File: src/rtl/timer8_pkg.sv
// constants and types shared by the 8-bit waveform timer
package timer8_pkg;
	// ----------------------------------------------------------------
	// register byte offsets
	// ----------------------------------------------------------------
	localparam logic [4:0] CTRL_OFS   = 5'h00;
	localparam logic [4:0] COUNT_OFS  = 5'h04;
	localparam logic [4:0] CMPA_OFS   = 5'h08;
	localparam logic [4:0] CMPB_OFS   = 5'h0C;
	localparam logic [4:0] STATUS_OFS = 5'h10;
	// ----------------------------------------------------------------
	// field positions and masks
	// ----------------------------------------------------------------
	localparam int         MODE_LSB   = 0;
	localparam int         MODE_HIGH  = 2;
	localparam int         ACT_B_LSB  = 4;
	localparam int         ACT_A_LSB  = 6;
	localparam logic [7:0] CTRL_WMASK = 8'hF7;
	localparam int         OVF_BIT    = 0;
	localparam int         MFA_BIT    = 1;
	localparam int         MFB_BIT    = 2;
	// ----------------------------------------------------------------
	// reset values
	// ----------------------------------------------------------------
	localparam logic [7:0] CTRL_RST  = 8'h00;
	localparam logic [7:0] COUNT_RST = 8'h00;
	localparam logic [7:0] CMP_RST   = 8'h00;
	// ----------------------------------------------------------------
	// counter extremes, mode and action codes
	// ----------------------------------------------------------------
	localparam logic [7:0] BOTTOM       = 8'h00;
	localparam logic [7:0] MAX          = 8'hFF;
	localparam logic [2:0] WGM_NORMAL   = 3'h0;
	localparam logic [2:0] WGM_PHASE_FF = 3'h1;
	localparam logic [2:0] WGM_CTC      = 3'h2;
	localparam logic [2:0] WGM_FAST_FF  = 3'h3;
	localparam logic [2:0] WGM_PHASE_A  = 3'h5;
	localparam logic [2:0] WGM_FAST_A   = 3'h7;
	localparam logic [1:0] ACT_OFF      = 2'h0;
	localparam logic [1:0] ACT_TOGGLE   = 2'h1;
	localparam logic [1:0] ACT_NONINV   = 2'h2;
	localparam logic [1:0] ACT_INV      = 2'h3;
	localparam logic [1:0] RESP_OKAY    = 2'h0;
	localparam logic [1:0] RESP_DECERR  = 2'h3;

	typedef enum logic [3:0] {
		MODE_NORMAL = 4'h1,
		MODE_CTC    = 4'h2,
		MODE_FAST   = 4'h4,
		MODE_PHASE  = 4'h8
	} mode_t;
endpackage

File: src/rtl/timer8_waveform_modes.sv
// 8-bit timer with normal, clear-on-match, fast and phase-correct waveform modes
//
// Notes on behaviour
// mode field alone picks the count sequence; actions only shape outputs
// mode 0 counts up only, wraps 0xFF to 0x00, never clears
// normal mode sets overflow as count becomes zero; only set by hardware, cleared by a status write
// mode 2 clears the counter on a match with compare A
// clear-on-match compare A is unbuffered; below count means run to wrap
// clear-on-match with action 1 toggles output A on every match
// clear-on-match sets overflow when passing from maximum to 0x00
// modes 3 and 7 are fast PWM; top 0xFF or compare A
// fast PWM clears the counter on the tick after it matches top
// fast PWM action 2 clears on match, sets at bottom; 3 the reverse
// fast PWM sets overflow each time the counter reaches top
// fast PWM action 1 toggles output A only with high mode bit; B never
// fast PWM compare at bottom spikes per MAX+1 ticks; at max constant
// fast PWM uses double buffered compare values
// modes 1 and 5 are dual-slope PWM; top 0xFF or compare A
// dual-slope reverses at top, holding top one tick
// dual-slope action 2 clears on up match, sets on down; 3 reverse
// dual-slope sets overflow each time the counter reaches bottom
// dual-slope action 1 toggles output A only with high mode bit
// dual-slope compare at bottom gives constant low, at max high
// dual-slope output moves without match at top for symmetry
// far side enables the pin driver before the wave is visible
// a compare equality sets its match flag on the next tick
// a count write blocks all matches in the next tick
// PWM compare updates take effect only at top
// undefined mode values count like normal mode
`timescale 1ns/1ps
module timer8_waveform_modes (
	input  wire logic        clk_i,
	input  wire logic        rst_n_i,
	input  wire logic        timer_tick_i,
	input  wire logic [4:0]  s_axi_awaddr_i,
	input  wire logic        s_axi_awvalid_i,
	output logic             s_axi_awready_o,
	input  wire logic [31:0] s_axi_wdata_i,
	input  wire logic [3:0]  s_axi_wstrb_i,
	input  wire logic        s_axi_wvalid_i,
	output logic             s_axi_wready_o,
	output logic [1:0]       s_axi_bresp_o,
	output logic             s_axi_bvalid_o,
	input  wire logic        s_axi_bready_i,
	input  wire logic [4:0]  s_axi_araddr_i,
	input  wire logic        s_axi_arvalid_i,
	output logic             s_axi_arready_o,
	output logic [31:0]      s_axi_rdata_o,
	output logic [1:0]       s_axi_rresp_o,
	output logic             s_axi_rvalid_o,
	input  wire logic        s_axi_rready_i,
	output logic             wave_out_a_o,
	output logic             wave_out_b_o,
	output logic             wave_en_a_o,
	output logic             wave_en_b_o,
	output logic             overflow_flag_o,
	output logic             match_flag_a_o,
	output logic             match_flag_b_o
);
	// ----------------------------------------------------------------
	// decoding helpers
	// ----------------------------------------------------------------
	function automatic logic hit(input logic [4:0] a, input logic [4:0] o);
		return a[4:2] == o[4:2];
	endfunction

	function automatic timer8_pkg::mode_t decode(input logic [2:0] w);
		unique case (w)
			timer8_pkg::WGM_CTC:      return timer8_pkg::MODE_CTC;
			timer8_pkg::WGM_FAST_FF,
			timer8_pkg::WGM_FAST_A:   return timer8_pkg::MODE_FAST;
			timer8_pkg::WGM_PHASE_FF,
			timer8_pkg::WGM_PHASE_A:  return timer8_pkg::MODE_PHASE;
			default:                  return timer8_pkg::MODE_NORMAL;
		endcase
	endfunction

	// ----------------------------------------------------------------
	// bus slave state
	// ----------------------------------------------------------------
	logic        awready;
	logic        wready;
	logic        aw_held;
	logic        w_held;
	logic [4:0]  aw_addr;
	logic [7:0]  w_byte;
	logic        w_lane0;
	logic        bvalid;
	logic [1:0]  bresp;
	logic        arready;
	logic        rvalid;
	logic [31:0] rdata;
	logic [1:0]  rresp;
	logic        next_awready;
	logic        next_wready;
	logic        next_aw_held;
	logic        next_w_held;
	logic [4:0]  next_aw_addr;
	logic [7:0]  next_w_byte;
	logic        next_w_lane0;
	logic        next_bvalid;
	logic [1:0]  next_bresp;
	logic        next_arready;
	logic        next_rvalid;
	logic [31:0] next_rdata;
	logic [1:0]  next_rresp;
	logic        wr_fire;
	logic        wr_ctrl;
	logic        wr_count;
	logic        wr_cmpa;
	logic        wr_cmpb;
	logic        wr_status;

	// ----------------------------------------------------------------
	// timer state
	// ----------------------------------------------------------------
	logic [7:0]          ctrl;
	logic [7:0]          cnt;
	logic                dir_down;
	logic                block;
	logic                ovf;
	logic                pend     [2];
	logic                mflag    [2];
	logic [7:0]          cmp_buf  [2];
	logic [7:0]          cmp_act  [2];
	logic                wave     [2];
	logic                wave_en  [2];
	logic [7:0]          next_ctrl;
	logic [7:0]          next_cnt;
	logic                next_dir_down;
	logic                next_block;
	logic                next_ovf;
	logic                next_pend    [2];
	logic                next_mflag   [2];
	logic [7:0]          next_cmp_buf [2];
	logic [7:0]          next_cmp_act [2];
	timer8_pkg::mode_t   mode;
	logic                pwm;
	logic [7:0]          top;
	logic [7:0]          top_new;
	logic                at_top;
	logic                up_now;
	logic                tick_eff;
	logic                match    [2];
	logic                mev      [2];
	logic [1:0]          act      [2];
	logic [7:0]          cnt_step;
	logic                dir_step;
	logic                ovf_ev;

	// ----------------------------------------------------------------
	// bus slave: address and data may arrive in either order
	// ----------------------------------------------------------------
	assign wr_fire   = aw_held && w_held && !bvalid;
	assign wr_ctrl   = wr_fire && w_lane0 && hit(aw_addr, timer8_pkg::CTRL_OFS);
	assign wr_count  = wr_fire && w_lane0 && hit(aw_addr, timer8_pkg::COUNT_OFS);
	assign wr_cmpa   = wr_fire && w_lane0 && hit(aw_addr, timer8_pkg::CMPA_OFS);
	assign wr_cmpb   = wr_fire && w_lane0 && hit(aw_addr, timer8_pkg::CMPB_OFS);
	assign wr_status = wr_fire && w_lane0 && hit(aw_addr, timer8_pkg::STATUS_OFS);

	always_comb begin
		logic [7:0] rd;
		logic       mapped;
		rd           = 8'h00;
		mapped       = 1'b1;
		next_aw_held = aw_held;
		next_w_held  = w_held;
		next_aw_addr = aw_addr;
		next_w_byte  = w_byte;
		next_w_lane0 = w_lane0;
		next_bvalid  = bvalid;
		next_bresp   = bresp;
		next_arready = arready;
		next_rvalid  = rvalid;
		next_rdata   = rdata;
		next_rresp   = rresp;
		if (s_axi_bready_i && bvalid) begin
			next_bvalid = 1'b0;
		end
		if (wr_fire) begin
			next_aw_held = 1'b0;
			next_w_held  = 1'b0;
			next_bvalid  = 1'b1;
			next_bresp   = (aw_addr[4:2] > timer8_pkg::STATUS_OFS[4:2]) ? timer8_pkg::RESP_DECERR
				: timer8_pkg::RESP_OKAY;
		end
		if (s_axi_awvalid_i && awready) begin
			next_aw_held = 1'b1;
			next_aw_addr = s_axi_awaddr_i;
		end
		if (s_axi_wvalid_i && wready) begin
			next_w_held  = 1'b1;
			next_w_byte  = s_axi_wdata_i[7:0];
			next_w_lane0 = s_axi_wstrb_i[0];
		end
		// only one answer outstanding; a new request waits for the old one
		next_awready = !next_aw_held && !next_bvalid;
		next_wready  = !next_w_held && !next_bvalid;
		if (hit(s_axi_araddr_i, timer8_pkg::CTRL_OFS)) begin
			rd = ctrl;
		end else if (hit(s_axi_araddr_i, timer8_pkg::COUNT_OFS)) begin
			rd = cnt;
		end else if (hit(s_axi_araddr_i, timer8_pkg::CMPA_OFS)) begin
			rd = cmp_buf[0];
		end else if (hit(s_axi_araddr_i, timer8_pkg::CMPB_OFS)) begin
			rd = cmp_buf[1];
		end else if (hit(s_axi_araddr_i, timer8_pkg::STATUS_OFS)) begin
			rd = {5'h00, mflag[1], mflag[0], ovf};
		end else begin
			mapped = 1'b0;
		end
		if (s_axi_rready_i && rvalid) begin
			next_rvalid  = 1'b0;
			next_arready = 1'b1;
		end
		if (s_axi_arvalid_i && arready) begin
			next_rvalid  = 1'b1;
			next_arready = 1'b0;
			next_rdata   = {24'h000000, rd};
			next_rresp   = mapped ? timer8_pkg::RESP_OKAY : timer8_pkg::RESP_DECERR;
		end
	end

	always_ff @(posedge clk_i or negedge rst_n_i) begin
		if (!rst_n_i) begin
			awready <= 1'b1;
			wready  <= 1'b1;
			aw_held <= 1'b0;
			w_held  <= 1'b0;
			aw_addr <= 5'h00;
			w_byte  <= 8'h00;
			w_lane0 <= 1'b0;
			bvalid  <= 1'b0;
			bresp   <= timer8_pkg::RESP_OKAY;
			arready <= 1'b1;
			rvalid  <= 1'b0;
			rdata   <= 32'h00000000;
			rresp   <= timer8_pkg::RESP_OKAY;
		end else begin
			awready <= next_awready;
			wready  <= next_wready;
			aw_held <= next_aw_held;
			w_held  <= next_w_held;
			aw_addr <= next_aw_addr;
			w_byte  <= next_w_byte;
			w_lane0 <= next_w_lane0;
			bvalid  <= next_bvalid;
			bresp   <= next_bresp;
			arready <= next_arready;
			rvalid  <= next_rvalid;
			rdata   <= next_rdata;
			rresp   <= next_rresp;
		end
	end

	// ----------------------------------------------------------------
	// counter sequence
	// ----------------------------------------------------------------
	assign mode     = decode(ctrl[timer8_pkg::MODE_LSB +: 3]);
	assign pwm      = (mode == timer8_pkg::MODE_FAST) || (mode == timer8_pkg::MODE_PHASE);
	assign act[0]   = ctrl[timer8_pkg::ACT_A_LSB +: 2];
	assign act[1]   = ctrl[timer8_pkg::ACT_B_LSB +: 2];
	assign tick_eff = timer_tick_i && !wr_count;
	assign at_top   = cnt == top;
	assign up_now   = (cnt == timer8_pkg::BOTTOM) || (!dir_down && !at_top);
	assign top_new  = ctrl[timer8_pkg::MODE_HIGH] ? cmp_buf[0] : timer8_pkg::MAX;

	always_comb begin
		top      = timer8_pkg::MAX;
		cnt_step = cnt + 8'h01;
		dir_step = dir_down;
		ovf_ev   = 1'b0;
		unique case (mode)
			timer8_pkg::MODE_NORMAL: begin
				ovf_ev = cnt == timer8_pkg::MAX;
			end
			timer8_pkg::MODE_CTC: begin
				top = cmp_act[0];
				if (match[0]) begin
					cnt_step = timer8_pkg::BOTTOM;
				end
				ovf_ev = cnt == timer8_pkg::MAX;
			end
			timer8_pkg::MODE_FAST: begin
				top = ctrl[timer8_pkg::MODE_HIGH] ? cmp_act[0] : timer8_pkg::MAX;
				if (at_top) begin
					cnt_step = timer8_pkg::BOTTOM;
				end
				ovf_ev = at_top;
			end
			timer8_pkg::MODE_PHASE: begin
				top = ctrl[timer8_pkg::MODE_HIGH] ? cmp_act[0] : timer8_pkg::MAX;
				if (!dir_down && cnt >= top) begin
					dir_step = 1'b1;
					cnt_step = (cnt == timer8_pkg::BOTTOM) ? cnt : cnt - 8'h01;
				end else if (dir_down && cnt == timer8_pkg::BOTTOM) begin
					dir_step = 1'b0;
				end else if (dir_down) begin
					cnt_step = cnt - 8'h01;
				end
				ovf_ev = (cnt_step == timer8_pkg::BOTTOM) && (cnt != timer8_pkg::BOTTOM);
			end
		endcase
	end

	always_comb begin
		next_ctrl     = ctrl;
		next_cnt      = cnt;
		next_dir_down = dir_down;
		next_block    = block;
		next_ovf      = ovf;
		next_pend     = pend;
		next_mflag    = mflag;
		next_cmp_buf  = cmp_buf;
		next_cmp_act  = cmp_act;
		if (wr_ctrl) begin
			next_ctrl = w_byte & timer8_pkg::CTRL_WMASK;
		end
		if (wr_cmpa) begin
			next_cmp_buf[0] = w_byte;
		end
		if (wr_cmpb) begin
			next_cmp_buf[1] = w_byte;
		end
		// clear first so that a same-cycle hardware set wins
		if (wr_status) begin
			next_ovf      = ovf && !w_byte[timer8_pkg::OVF_BIT];
			next_mflag[0] = mflag[0] && !w_byte[timer8_pkg::MFA_BIT];
			next_mflag[1] = mflag[1] && !w_byte[timer8_pkg::MFB_BIT];
		end
		if (tick_eff) begin
			next_cnt      = cnt_step;
			next_dir_down = dir_step;
			next_block    = 1'b0;
			if (ovf_ev) begin
				next_ovf = 1'b1;
			end
			for (int i = 0; i < 2; i++) begin
				next_pend[i] = match[i];
				if (pend[i]) begin
					next_mflag[i] = 1'b1;
				end
				if (pwm && at_top) begin
					next_cmp_act[i] = cmp_buf[i];
				end
			end
		end
		if (!pwm) begin
			next_cmp_act = next_cmp_buf;
		end
		if (wr_count) begin
			next_cnt   = w_byte;
			next_block = 1'b1;
		end
	end

	always_ff @(posedge clk_i or negedge rst_n_i) begin
		if (!rst_n_i) begin
			ctrl     <= timer8_pkg::CTRL_RST;
			cnt      <= timer8_pkg::COUNT_RST;
			dir_down <= 1'b0;
			block    <= 1'b0;
			ovf      <= 1'b0;
			pend     <= '{1'b0, 1'b0};
			mflag    <= '{1'b0, 1'b0};
			cmp_buf  <= '{timer8_pkg::CMP_RST, timer8_pkg::CMP_RST};
			cmp_act  <= '{timer8_pkg::CMP_RST, timer8_pkg::CMP_RST};
		end else begin
			ctrl     <= next_ctrl;
			cnt      <= next_cnt;
			dir_down <= next_dir_down;
			block    <= next_block;
			ovf      <= next_ovf;
			pend     <= next_pend;
			mflag    <= next_mflag;
			cmp_buf  <= next_cmp_buf;
			cmp_act  <= next_cmp_act;
		end
	end

	// ----------------------------------------------------------------
	// waveform generators, one per compare channel
	// ----------------------------------------------------------------
	for (genvar i = 0; i < 2; i++) begin : g_chan
		localparam bit IS_A = (i == 0);
		logic tog_ok;
		logic next_wave;
		logic next_en;

		assign match[i] = (cnt == cmp_act[i]) && !block;
		assign mev[i]   = tick_eff && match[i];
		// toggle in PWM only on A with the high mode bit; B treats it as reserved
		assign tog_ok   = IS_A && ctrl[timer8_pkg::MODE_HIGH];

		always_comb begin
			next_wave = wave[i];
			next_en   = (act[i] != timer8_pkg::ACT_OFF) && !(pwm && act[i] == timer8_pkg::ACT_TOGGLE && !tog_ok);
			if (tick_eff) begin
				unique case (mode)
					timer8_pkg::MODE_NORMAL,
					timer8_pkg::MODE_CTC: begin
						if (mev[i] && act[i] == timer8_pkg::ACT_TOGGLE) begin
							next_wave = !wave[i];
						end else if (mev[i] && act[i][1]) begin
							next_wave = act[i][0];
						end
					end
					timer8_pkg::MODE_FAST: begin
						if (act[i][1] && at_top) begin
							next_wave = !act[i][0];
						end else if (act[i][1] && mev[i] && cmp_act[i] != top) begin
							next_wave = act[i][0];
						end else if (act[i] == timer8_pkg::ACT_TOGGLE && tog_ok && mev[i]) begin
							next_wave = !wave[i];
						end
					end
					timer8_pkg::MODE_PHASE: begin
						// at the turn take the up-match level so both slopes mirror
						if (act[i][1] && at_top && !dir_down) begin
							next_wave = (cmp_buf[i] == top_new) ? !act[i][0] : act[i][0];
						end else if (act[i][1] && mev[i] && cmp_act[i] != top) begin
							next_wave = up_now ? act[i][0] : !act[i][0];
						end else if (act[i] == timer8_pkg::ACT_TOGGLE && tog_ok && mev[i]) begin
							next_wave = !wave[i];
						end
					end
				endcase
			end
		end

		always_ff @(posedge clk_i or negedge rst_n_i) begin
			if (!rst_n_i) begin
				wave[i]    <= 1'b0;
				wave_en[i] <= 1'b0;
			end else begin
				wave[i]    <= next_wave;
				wave_en[i] <= next_en;
			end
		end
	end

	// ----------------------------------------------------------------
	// outputs
	// ----------------------------------------------------------------
	assign s_axi_awready_o = awready;
	assign s_axi_wready_o  = wready;
	assign s_axi_bvalid_o  = bvalid;
	assign s_axi_bresp_o   = bresp;
	assign s_axi_arready_o = arready;
	assign s_axi_rvalid_o  = rvalid;
	assign s_axi_rdata_o   = rdata;
	assign s_axi_rresp_o   = rresp;
	assign wave_out_a_o    = wave[0];
	assign wave_out_b_o    = wave[1];
	assign wave_en_a_o     = wave_en[0];
	assign wave_en_b_o     = wave_en[1];
	assign overflow_flag_o = ovf;
	assign match_flag_a_o  = mflag[0];
	assign match_flag_b_o  = mflag[1];
endmodule

File: config.mk
export PLATFORM = sky130hd
export DESIGN_NAME = timer8_waveform_modes
export DESIGN_NICKNAME = d
export VERILOG_FILES = /design/src/rtl/timer8_pkg.sv /design/src/rtl/timer8_waveform_modes.sv
export SDC_FILE = /design/constraint.sdc
export NUM_CORES = 1
export LEC_CHECK = 0
export BUFFER_PORTS_ARGS = -buffer_cell sky130_fd_sc_hd__buf_4
export CORE_UTILIZATION = 51
export DETAILED_ROUTE_END_ITERATION = 8
export GPL_ROUTABILITY_DRIVEN = 1
export HOLD_SLACK_MARGIN = 0.02
export PLACE_DENSITY = 0.77
export SLEW_MARGIN = 5
export SYNTH_ARGS = -nofsm -noshare
export SYNTH_HDL_FRONTEND = slang
export SYNTH_SLANG_ARGS = --single-unit
File: constraint.sdc
create_clock -name clk_i -period 3.2 [get_ports clk_i]
set_input_delay 0 -clock clk_i [delete_from_list [all_inputs] [get_ports clk_i]]
set_output_delay 0 -clock clk_i [all_outputs]
set_load 0.01 [all_outputs]
Word level (Yosys, flattened, before mapping)

Index checks and enable logic that the tools add are counted.

Register bits: 91
Latch bits: 0
Memory bits (writable): 0
Bits in read-only memories: 0
Input port bits: 54
Output and inout bits: 48
Logic and storage cells: 223
Memories kept: 0

Add/sub/neg operators: 2
$mul: 0
Divide/modulo/power cells: 0
Magnitude comparators: 2
Equality and inequality tests: 33
Shift operators: 0
Muxes and demuxes: 73
Bitwise logic cells: 0
Reductions and logical operators: 83

Operator list:

| kind                                                 | count |
|---|---|
| two-way mux 8 bit                                    | 19 |
| logical AND 1 bit                                    | 45 |
| two-way mux 1 bit                                    | 41 |
| equality test 8 bit                                  | 5 |
| two-way mux 16 bit                                   | 2 |
| one-hot mux 8 bit (3 select lines)                   | 1 |
| equality test 3 x 2 -> 1 bit (second input constant) | 6 |
| zero test 1 bit                                      | 18 |
| zero test 8 bit                                      | 2 |
| != test 8 bit                                        | 2 |
| one-hot mux 8 bit (2 select lines)                   | 1 |
| equality test 3 bit (second input constant)          | 4 |
| != test 3 x 1 -> 1 bit (second input constant)       | 4 |
| one-hot mux 4 bit (3 select lines)                   | 1 |
| nonzero test 2 bit                                   | 5 |
| equality test 3 x 1 -> 1 bit (second input constant) | 3 |
| one-hot mux 1 bit (3 select lines)                   | 3 |
| adder 8 x 1 -> 8 bit (second input constant)         | 1 |
| equality test 8 bit (second input constant)          | 1 |
| >= comparator 8 bit                                  | 1 |
| two-way mux 2 bit                                    | 4 |
| nonzero test 8 bit                                   | 1 |
| OR reduction 2 bit                                   | 4 |
| subtractor 8 x 1 -> 8 bit (second input constant)    | 1 |
| 13 further kinds                                     | 18 |

Logic depth before layout (Yosys ltp)

Gate-level depths: netlist of the first run.

Word-level depth: 14
Gate-level depth with buffers: 14
Depth with buffers taken out: 11

Worst setup path after synthesis of the first run

No wires, ideal clock.

Kind: register to register
From: register ctrl[2]
To: register ovf, in the netlist overflow_flag_o
Data arrival time: 2,994 ps
Setup slack: 140 ps
Stages on the path, launching flop included: 13
Path buffers: 3
Path through: dfrtp_1 > clkbuf_1 > inv_1 > clkbuf_1 > nor2_1 > ha_1 > a2111o_1 > a31o_2 > a21oi_1 > clkbuf_1 > o22ai_1 > nor4b_1 > a41o_1

Word-level cells in the longest chain between the ends: 10

RTL lines:

| what                                                                    | RTL line                                                   | RTL |
|---|---|---|
| start, declared                                                         | timer8_waveform_modes.sv:117                               | `logic [7:0] ctrl;` |
| start signal, assigned                                                  | timer8_waveform_modes.sv:359                               | `ctrl <= timer8_pkg::CTRL_RST;` |
| start signal, assigned                                                  | timer8_waveform_modes.sv:369                               | `ctrl <= next_ctrl;` |
| equality test 3 x 1 -> 1 bit (tied with other cells)                    | timer8_waveform_modes.sv:68                                | `unique case (w)` |
| OR reduction 2 bit or >= comparator 8 bit (tied branches)               | timer8_waveform_modes.sv:68, timer8_waveform_modes.sv:293  |  |
| one-hot mux 4 bit (3 select lines) or logical AND 1 bit (tied branches) | timer8_waveform_modes.sv:68, timer8_waveform_modes.sv:293  |  |
| equality test 4 x 3 -> 1 bit (tied with other cells)                    | timer8_waveform_modes.sv:273                               | `unique case (mode)` |
| OR reduction 2 bit (no line) or two-way mux 8 bit (tied branches)       | --                                                         |  |
| one-hot mux 8 bit (2 select lines) or zero test 8 bit (tied branches)   | timer8_waveform_modes.sv:273, timer8_waveform_modes.sv:301 |  |
| equality test 8 bit or logical AND 1 bit (tied branches)                | timer8_waveform_modes.sv:264, timer8_waveform_modes.sv:301 |  |
| one-hot mux 1 bit (3 select lines) *                                    | timer8_waveform_modes.sv:273                               |  |
| two-way mux 1 bit *                                                     | timer8_waveform_modes.sv:335                               | `if (ovf_ev) begin` |
| two-way mux 1 bit *                                                     | timer8_waveform_modes.sv:331                               | `if (tick_eff) begin` |
| named net next_ovf                                                      | timer8_waveform_modes.sv:132                               | `logic next_ovf;` |
| end signal, assigned                                                    | timer8_waveform_modes.sv:373                               | `ovf <= next_ovf;` |
| end, declared                                                           | timer8_waveform_modes.sv:121                               | `logic ovf;` |

Mark *: on every way through the listed nets, which the timed path passes. The rest lies on a longest branch. The select of a mux whose other input is x is not followed.
A chain may end at the register's enable or synchronous reset.

Worst setup path after layout of the first run

From: register cmp_act[8] (netlist name)
To: register ovf, in the netlist overflow_flag_o

Word-level cells in the longest chain between the ends: 10

RTL lines:

| what                                 | RTL line                                                   | RTL |
|---|---|---|
| start, declared                      | timer8_waveform_modes.sv:125                               | `logic [7:0] cmp_act [2];` |
| start signal, assigned               | timer8_waveform_modes.sv:367                               | `cmp_act <= '{timer8_pkg::CMP_RST, timer8_pkg::CMP_RST};` |
| start signal, assigned               | timer8_waveform_modes.sv:377                               | `cmp_act <= next_cmp_act;` |
| two-way mux 8 bit                    | timer8_waveform_modes.sv:285, timer8_waveform_modes.sv:292 |  |
| >= comparator 8 bit                  | timer8_waveform_modes.sv:293                               | `if (!dir_down && cnt >= top) begin` |
| logical AND 1 bit                    | timer8_waveform_modes.sv:293                               |  |
| two-way mux 8 bit                    | timer8_waveform_modes.sv:293                               |  |
| two-way mux 8 bit                    | timer8_waveform_modes.sv:273                               |  |
| zero test 8 bit                      | timer8_waveform_modes.sv:301                               | `ovf_ev = (cnt_step == timer8_pkg::BOTTOM) && (cnt != timer8_pkg::BOTTOM);` |
| logical AND 1 bit                    | timer8_waveform_modes.sv:301                               |  |
| one-hot mux 1 bit (3 select lines) * | timer8_waveform_modes.sv:273                               |  |
| two-way mux 1 bit *                  | timer8_waveform_modes.sv:335                               |  |
| two-way mux 1 bit *                  | timer8_waveform_modes.sv:331                               |  |
| named net next_ovf                   | timer8_waveform_modes.sv:132                               |  |

Marked as above.

==> results.yml, run 1 <==
flow_run:
  maxCapViolations: 0
sta:
  rsz0062_at_grt: "false"
  final-setup-viol-count: 0
  setup-tns-final_ns: 0
  hold_slack_ns: 0.1853
  finalCriticalPeriod_ns: 3.024
  maxSlewViolCount: 0
  max_slew_margin_pct: 25.20
  period_share_pct: 94.51
  tightest_slew_ns: 1.122
  clock_skew_ns: 0.006590
  max_freq_ghz: 0.3306
  setup_slack_ns: 0.1756
  final_hold_viol_count: 0
global_routing:
  grt_overflow: 0
  grt.total_usage_pct: 30.92
  antenna_found_initial: 0
  grt_first_pass_wirelength_mm: 27.58
  grt_max_degree: 88
  first_global_vias: 5303
critical_path:
  r2r-start: "cmp_act[8]"
  cp.arrival_ns: 3.31
  path_buf_inv: 3
  startpoint_type: "flop"
  critPathMaxFanout: 9
  crit_top_cell: "buf_4"
  reg2reg_depth: 12
  r2r_slack_ns: 0.18
  cpLargestDelayFamily: "compound AO/OA/AOI/OAI gates"
  critPathRequiredTime_ns: 3.49
  max_stage_delay_ns: 0.45
  path_class: "flop to flop"
  slowest_stage: "nor4b_1"
  endpoint_kind: "flop"
  worstPathCellList: "inv_1 -> nand2_1 -> ha_1 -> nand2b_1 -> a2111o_1 -> a31o_2 -> a21oi_1 -> buf_4 -> buf_4 -> o22ai_1 -> nor4b_1 -> a41o_1"
  r2r-end: "overflow_flag_o"
min_path:
  holdPathStages: 3
  hp-start: "s_axi_araddr_i[2]"
  min_path_type: "input port to flop"
  whs_endpoint: "s_axi_rresp_o[0]"
drt:
  post_drt_wl_per_cell_um: 20.15
  drc: 0
  viasPerCell: 6.364
  drtPass1Iterations: 6
  ant_nets: 0
  drtIter0Drc: 620
  vias: 5505
  wl_mm: 17.43
yosys:
  syn_inst: 663
  synth_cell_types: 66
  ys.flop_type: "dfrtp_1"
  syn_area_per_cell_um2: 8.743
  synth_edf_count: 0
  ys_warn_count: 0
  ys_ff_latch: 87
  syn_area_um2: 5797
  ys_seq_area_share_pct: 37.62
  ys_async_sr_fraction_pct: 100.0
clock_tree:
  cts.clk_slew.worst_paths_ns: 0.07
  cts.sinks: 87
  clk_latency_ns: 0.34
  clock_tree.buffer_depth: 2
  htreeDepth: 3
  cts_buffers: 9
  cts_tree: "yes"
  cts_root_buffer: "clkbuf_16"
cells_and_area:
  area.growth.synth_to_final_pct: 15.99
  layout.nets: 785
  final_cell_mix: "dfrtp_1, nand2_1, buf_4"
  antennaDiodeCount: 0
  final_cell_count_no_fill: 865
  fillers: 928
  final_common_cell: "dfrtp_1"
  drive_gt1_share_pct: 19.03
placement:
  post-place-cells: 829
  port_buffers: 46
  hpwl_mm: 12.29
  dp_slack_ns: 0.2544
  gp_congestion: 0.9506
status:
  outcome: "completed"
die:
  die_y_um: 108.6
  fp-row-count: 38
  io_pins: 102
  die_w_um: 108.6
  core_um2: 10940
  initial_core_util_pct: 53.01
  dieArea_um2: 11800
power:
  p_total_w: 0.006302
  p_leak_nw: 2.951
  peakVddDrop_uv: 505.2
  power_density_nw_per_um2: 937.3
power by group:
group          internal (W)  switching, W  leakage, nW
logic               0.00128       0.00163         1.70
registers           0.00155      0.000751         1.10
clock network      0.000635      0.000459        0.144
total               0.00347       0.00284         2.95
cell type report:
cell class	count	area [um2]	share of cell area (%)
multi-input combinational	508	3236	48.12
tap	140	175.2	2.605
clock inverter	5	65.06	0.9676
timing repair buffer	89	730.7	10.87
sequential	87	2181	32.43
inverter	25	93.84	1.396
clock buffer	11	242.7	3.610
synth_stat cells (3+ instances only):
| cell | number | share of area (%) |
|---|---|---|
| buf_4 | 28 | 3.6 |
| nor2_1 | 57 | 3.7 |
| a31oi_1 | 9 | 0.97 |
| dfstp_2 | 3 | 1.4 |
| nand2b_1 | 4 | 0.43 |
| ha_1 | 11 | 2.4 |
| o211ai_1 | 4 | 0.52 |
| a21o_1 | 3 | 0.39 |
| nand3b_1 | 5 | 0.65 |
| xnor2_1 | 9 | 1.4 |
| o21ai_0 | 38 | 3.3 |
| nand3_1 | 7 | 0.60 |
| or3_1 | 4 | 0.43 |
| nor2b_1 | 12 | 1.3 |
| o221ai_1 | 7 | 1.1 |
| nor3_1 | 20 | 1.7 |
| clkbuf_1 | 32 | 2.1 |
| or2_2 | 3 | 0.32 |
| xor2_1 | 18 | 2.7 |
| nand4_1 | 12 | 1.3 |
| a211o_1 | 4 | 0.60 |
| mux2_2 | 42 | 8.2 |
| a22oi_1 | 13 | 1.7 |
| nor3b_1 | 4 | 0.52 |
| inv_1 | 25 | 1.6 |
| and3_1 | 3 | 0.32 |
| o22ai_1 | 10 | 1.1 |
| mux2i_1 | 11 | 1.9 |
| a21oi_1 | 49 | 4.2 |
| nand2_1 | 71 | 4.6 |
| nor4_1 | 9 | 0.97 |
| dfrtp_1 | 84 | 36 |
| o41ai_1 | 5 | 0.76 |
what timing repair did:
action                                 CTS  global route
endpoints found under the hold margin  103             0
resized for setup                        0             0
hold buffers                            20             0
setup buffers                            0             0
cell families after synthesis:
| kind of cell | count (synthesis) | share of synthesized area (%) |
|---|---|---|
| AOI/OAI and AO/OA | 169 | 18.86 |
| xor gates and xnor gates | 27 | 4.079 |
| adders and majority gates | 11 | 2.374 |
| buffers and inverters | 91 | 8.159 |
| DFF | 87 | 37.62 |
| muxes | 53 | 10.06 |
| other | 1 | 0.06469 |
| and+or+nand+nor | 224 | 18.78 |
registers in the layout, indices dropped and copies added (netlist names), 2 cells and up:
signal / cells
ctrl: 7
cmp_act: 16
pend: 2
w_byte: 8
cmp_buf: 16
s_axi_rdata_o: 8
aw_addr: 3
cnt: 8
per-stage QoR:
stage / area, um2 / utilization, %
2_1_floorplan: 5883 / -
3_3_place_gp: 6216 / 56.84
3_5_place_dp: 6216 / 56.84
4_1_cts: 6724 / 61.49
5_1_grt: 6724 / 61.49
6_report: 6724 / 61.49
worst register-to-register path: cells and delay by family (launching register included):
kind	cells	cell delay, ns
simple gates	3	0.68
buf+inv	3	0.45
compound gates	5	1.17
fa+ha+maj	1	0.27
flops	1	0.41
per-layer routing:
layer / part of all wire [%] / global-route usage [%]
met1: 40 / 40.04
met2: 48 / 50.14
met3: 8.0 / 5.798
met4: 3.4 / 14.19
met5: 0 / 0
worst max path at each step:
stage | start | depth (start not counted) | to | slack [ns]
after floorplan | ctrl[2] | 12 | overflow_flag_o | 0.14
after global placement | cmp_act[8] | 12 | overflow_flag_o | 0.34
after detailed placement | cmp_act[8] | 12 | overflow_flag_o | 0.25
after CTS | cmp_act[8] | 12 | overflow_flag_o | 0.23
after global routing | cmp_act[8] | 12 | overflow_flag_o | 0.04
final | cmp_act[8] | 12 | overflow_flag_o | 0.18
No activity file was read; power rests on OpenSTA's default activity.
==> run 2: changes to the inputs <==
--- a/config.mk
+++ b/config.mk
@@ -7,4 +7,5 @@
 export LEC_CHECK = 0
+export ABC_AREA = 1
 export BUFFER_PORTS_ARGS = -buffer_cell sky130_fd_sc_hd__buf_4
-export CORE_UTILIZATION = 51
+export CORE_UTILIZATION = 52
 export DETAILED_ROUTE_END_ITERATION = 8
@@ -12,3 +13,3 @@
 export HOLD_SLACK_MARGIN = 0.02
-export PLACE_DENSITY = 0.77
+export PLACE_DENSITY = 0.78
 export SLEW_MARGIN = 5
--- a/constraint.sdc
+++ b/constraint.sdc
@@ -3,2 +3,2 @@
 set_output_delay 0 -clock clk_i [all_outputs]
-set_load 0.01 [all_outputs]
+set_load 0.005 [all_outputs]
==> run 2 against run 1 <==
Compared with the run above:
- register-to-register slack gained 0.29 ns
- die area grew 0.88%
- maximum frequency grew 11%
- critical path depth grew 3
- power grew 9.7%
- critical endpoint is now cnt[0]
- highest routed layer unchanged
==> results.yml, run 2 <==
critical_path:
  worstPathCellList: "buf_4 -> o21bai_4 -> nand2_1 -> nand2_1 -> nand2_1 -> inv_1 -> nand2_1 -> nor2_1 -> nand2_2 -> nand2_1 -> nand3_2 -> nand2_1 -> nand2_1 -> nand2_1 -> o221ai_1"
  path_class: "flop to flop"
  cpLargestDelayFamily: "simple AND/OR/NAND/NOR gates"
  max_stage_delay_ns: 0.54
  critPathRequiredTime_ns: 3.40
  slowest_stage: "o21bai_4"
  startpoint_type: "flop"
  r2r-start: "ctrl[2]"
  cp.arrival_ns: 2.94
  endpoint_kind: "flop"
  crit_start: "ctrl[2]"
  critPathMaxFanout: 24
  r2r_slack_ns: 0.46
  crit_top_cell: "nand2_1"
  r2r-end: "cnt[0]"
  path_buf_inv: 2
  reg2reg_depth: 15
power:
  p_sw_share_pct: 49.93
  peakVddDrop_uv: 643.3
  seqPwrFrac_pct: 30.0
  p_total_w: 0.006913
  p_leak_nw: 3.352
  power_density_nw_per_um2: 1013
  switchingPower_w: 0.003452
  combPwrFrac_pct: 55.0
  power.internal_w: 0.003461
  clockPowerShare_pct: 15.1
yosys:
  synth_cell_types: 43
  synth_top_family_by_area: "simple AND/OR/NAND/NOR gates"
  synth_xor_area_share_pct: 3.525
  synth_largest_area_cell: "dfrtp_1"
  synth_area_leaders: "dfrtp_1, nand2_1, inv_1, nand3_1, o21ai_0"
  ys.flop_type: "dfrtp_1"
  synth-compound-area-share_pct: 15.46
  ys_ff_latch: 87
  ys_async_sr_fraction_pct: 100.0
  syn_area_per_cell_um2: 7.150
  synth_most_common_cell: "nand2_1"
  syn_inst: 834
  netlist.area_leader.share_pct: 35.25
  syn_area_um2: 5963
  ys_seq_area_share_pct: 36.57
  synthMuxAreaShare_pct: 0.3777
  synth_common_cells: "nand2_1, inv_1, dfrtp_1, nor2_1, nand3_1"
  ys_warn_count: 0
  synth_edf_count: 0
  synthSimpleGateAreaFrac_pct: 29.23
  synth_adder_area_share_pct: 2.308
drt:
  drc: 0
  viasPerCell: 5.702
  wl_mm: 17.99
  post_drt_wl_per_cell_um: 17.28
  vias: 5936
  drtPass1Iterations: 6
  ant_nets: 0
  drtIter0Drc: 710
sta:
  tightest_slew_ns: 0.8708
  rsz0062_at_grt: "false"
  final-setup-viol-count: 0
  clock_skew_ns: 0.009918
  max_slew_margin_pct: 41.50
  max_freq_ghz: 0.3654
  setup-tns-final_ns: 0
  maxSlewViolCount: 0
  final_hold_viol_count: 0
  setup_slack_ns: 0.4632
  finalCriticalPeriod_ns: 2.737
  period_share_pct: 85.52
global_routing:
  grt_use_met1_pct: 43.01
  use_met3_pct: 7.651
  antenna_found_initial: 0
  grt_first_pass_wirelength_mm: 29.05
  grt_overflow: 0
  busiest_layer: "met2"
  first_global_vias: 5578
  grt_max_degree: 67
  grt_use_met2_pct: 49.91
  grt.total_usage_pct: 32.63
die:
  io_pins: 102
  fp-row-count: 38
  initial_core_util_pct: 54.29
  dieArea_um2: 11900
  die_y_um: 109.1
  die_w_um: 109.1
  core_um2: 10980
placement:
  gp_congestion: 0.9617
  post-place-cells: 1008
  hpwl_mm: 12.82
  dp_slack_ns: 0.5455
  port_buffers: 46
clock_tree:
  clock_tree.buffer_depth: 2
  htreeDepth: 3
  postCtsSetupBuffers: 0
  cts_tree: "yes"
  cts.sinks: 87
  cts_resized: 0
  cts.clk_slew.worst_paths_ns: 0.07
  clk_latency_ns: 0.34
  cts_root_buffer: "clkbuf_16"
  cts_buffers: 9
min_path:
  min_path_type: "input port to flop"
  whs_endpoint: "aw_held"
  holdPathStages: 3
  hp-start: "s_axi_awvalid_i"
cells_and_area:
  final_util_pct: 62.13
  drive_gt1_share_pct: 13.21
  antennaDiodeCount: 0
  reg.largest.list: "cmp_act: 16 flops, cmp_buf: 16 flops"
  final_common_cell: "nand2_1"
  area.growth.synth_to_final_pct: 14.44
  final_cell_mix: "nand2_1, inv_1, dfrtp_1"
  final_cell_count_no_fill: 1041
  fillers: 969
  layout.nets: 961
flow_run:
  maxCapViolations: 0
status:
  outcome: "completed"
run 2: power groups by stage:
stage	sequential (W)	clock [W]	combinational [W]
4_1_cts	0.00205	0.00104	0.00372
6_report	0.00207	0.00104	0.00380
3_5_place_dp	0.00206	0	0.00367
5_1_grt	0.00212	0.00109	0.00424
2_1_floorplan	0.00190	0	0.00271
3_3_place_gp	0.00206	0	0.00361
run 2: metrics by stage:
step	hold WS, ns	cell area [um2]
after global routing	0.07142	6824
final	0.03328	6824
after global placement	0.1507	6364
after floorplan	-0.2956	6050
after detailed placement	0.1465	6364
after CTS	0.02540	6824
run 2: cell families after synthesis:
kind of cell / after synthesis
buffers and inverters: 162
flip-flops: 87
other: 1
XOR/XNOR: 24
AND/OR/NAND/NOR: 410
AO/OA/AOI/OAI: 137
adder cells (fa/ha/maj): 11
multiplexers: 2
run 2: how the worst max path moves through the flow:
stage                 endpoint  slack [ns]  cells after the start
2_1_floorplan  overflow_flag_o        0.78                     15
3_3_place_gp            cnt[0]        0.57                     15
3_5_place_dp            cnt[0]        0.55                     15
4_1_cts                 cnt[0]        0.52                     15
5_1_grt                 cnt[6]        0.21                     15
6_report                cnt[0]        0.46                     15
run 2: area by class of cell:
class / count / area, um2 / share of cell area (%)
inverters: 111 / 416.7 / 6.106
repair buffers: 79 / 635.6 / 9.314
clock inverters: 7 / 65.06 / 0.9534
clock buffers: 9 / 225.2 / 3.300
well taps: 140 / 175.2 / 2.567
flip-flops and latches: 87 / 2181 / 31.96
multi-input cells: 608 / 3126 / 45.80
run 2: worst reg2reg max path, stage by stage, from the launching register on:
cell	delay (ns)
dfrtp_1	0.39
buf_4	0.20
o21bai_4	0.54
nand2_1	0.17
nand2_1	0.10
nand2_1	0.08
inv_1	0.06
nand2_1	0.04
nor2_1	0.26
nand2_2	0.16
nand2_1	0.10
nand3_2	0.16
nand2_1	0.13
nand2_1	0.06
nand2_1	0.05
o221ai_1	0.11
run 2: repair_timing:
action	in CTS	in global routing
hold endpoints to repair	80	0
setup endpoints to repair	0	0
hold buffers	17	0
run 2: per-layer routing:
| metal | wire [um] | up-vias |
|---|---|---|
| met5 | 0 | - |
| met4 | 863 | 0 |
| met2 | 7983 | 348 |
| met3 | 1937 | 70 |
| met1 | 7204 | 2706 |
| li1 | - | 2812 |
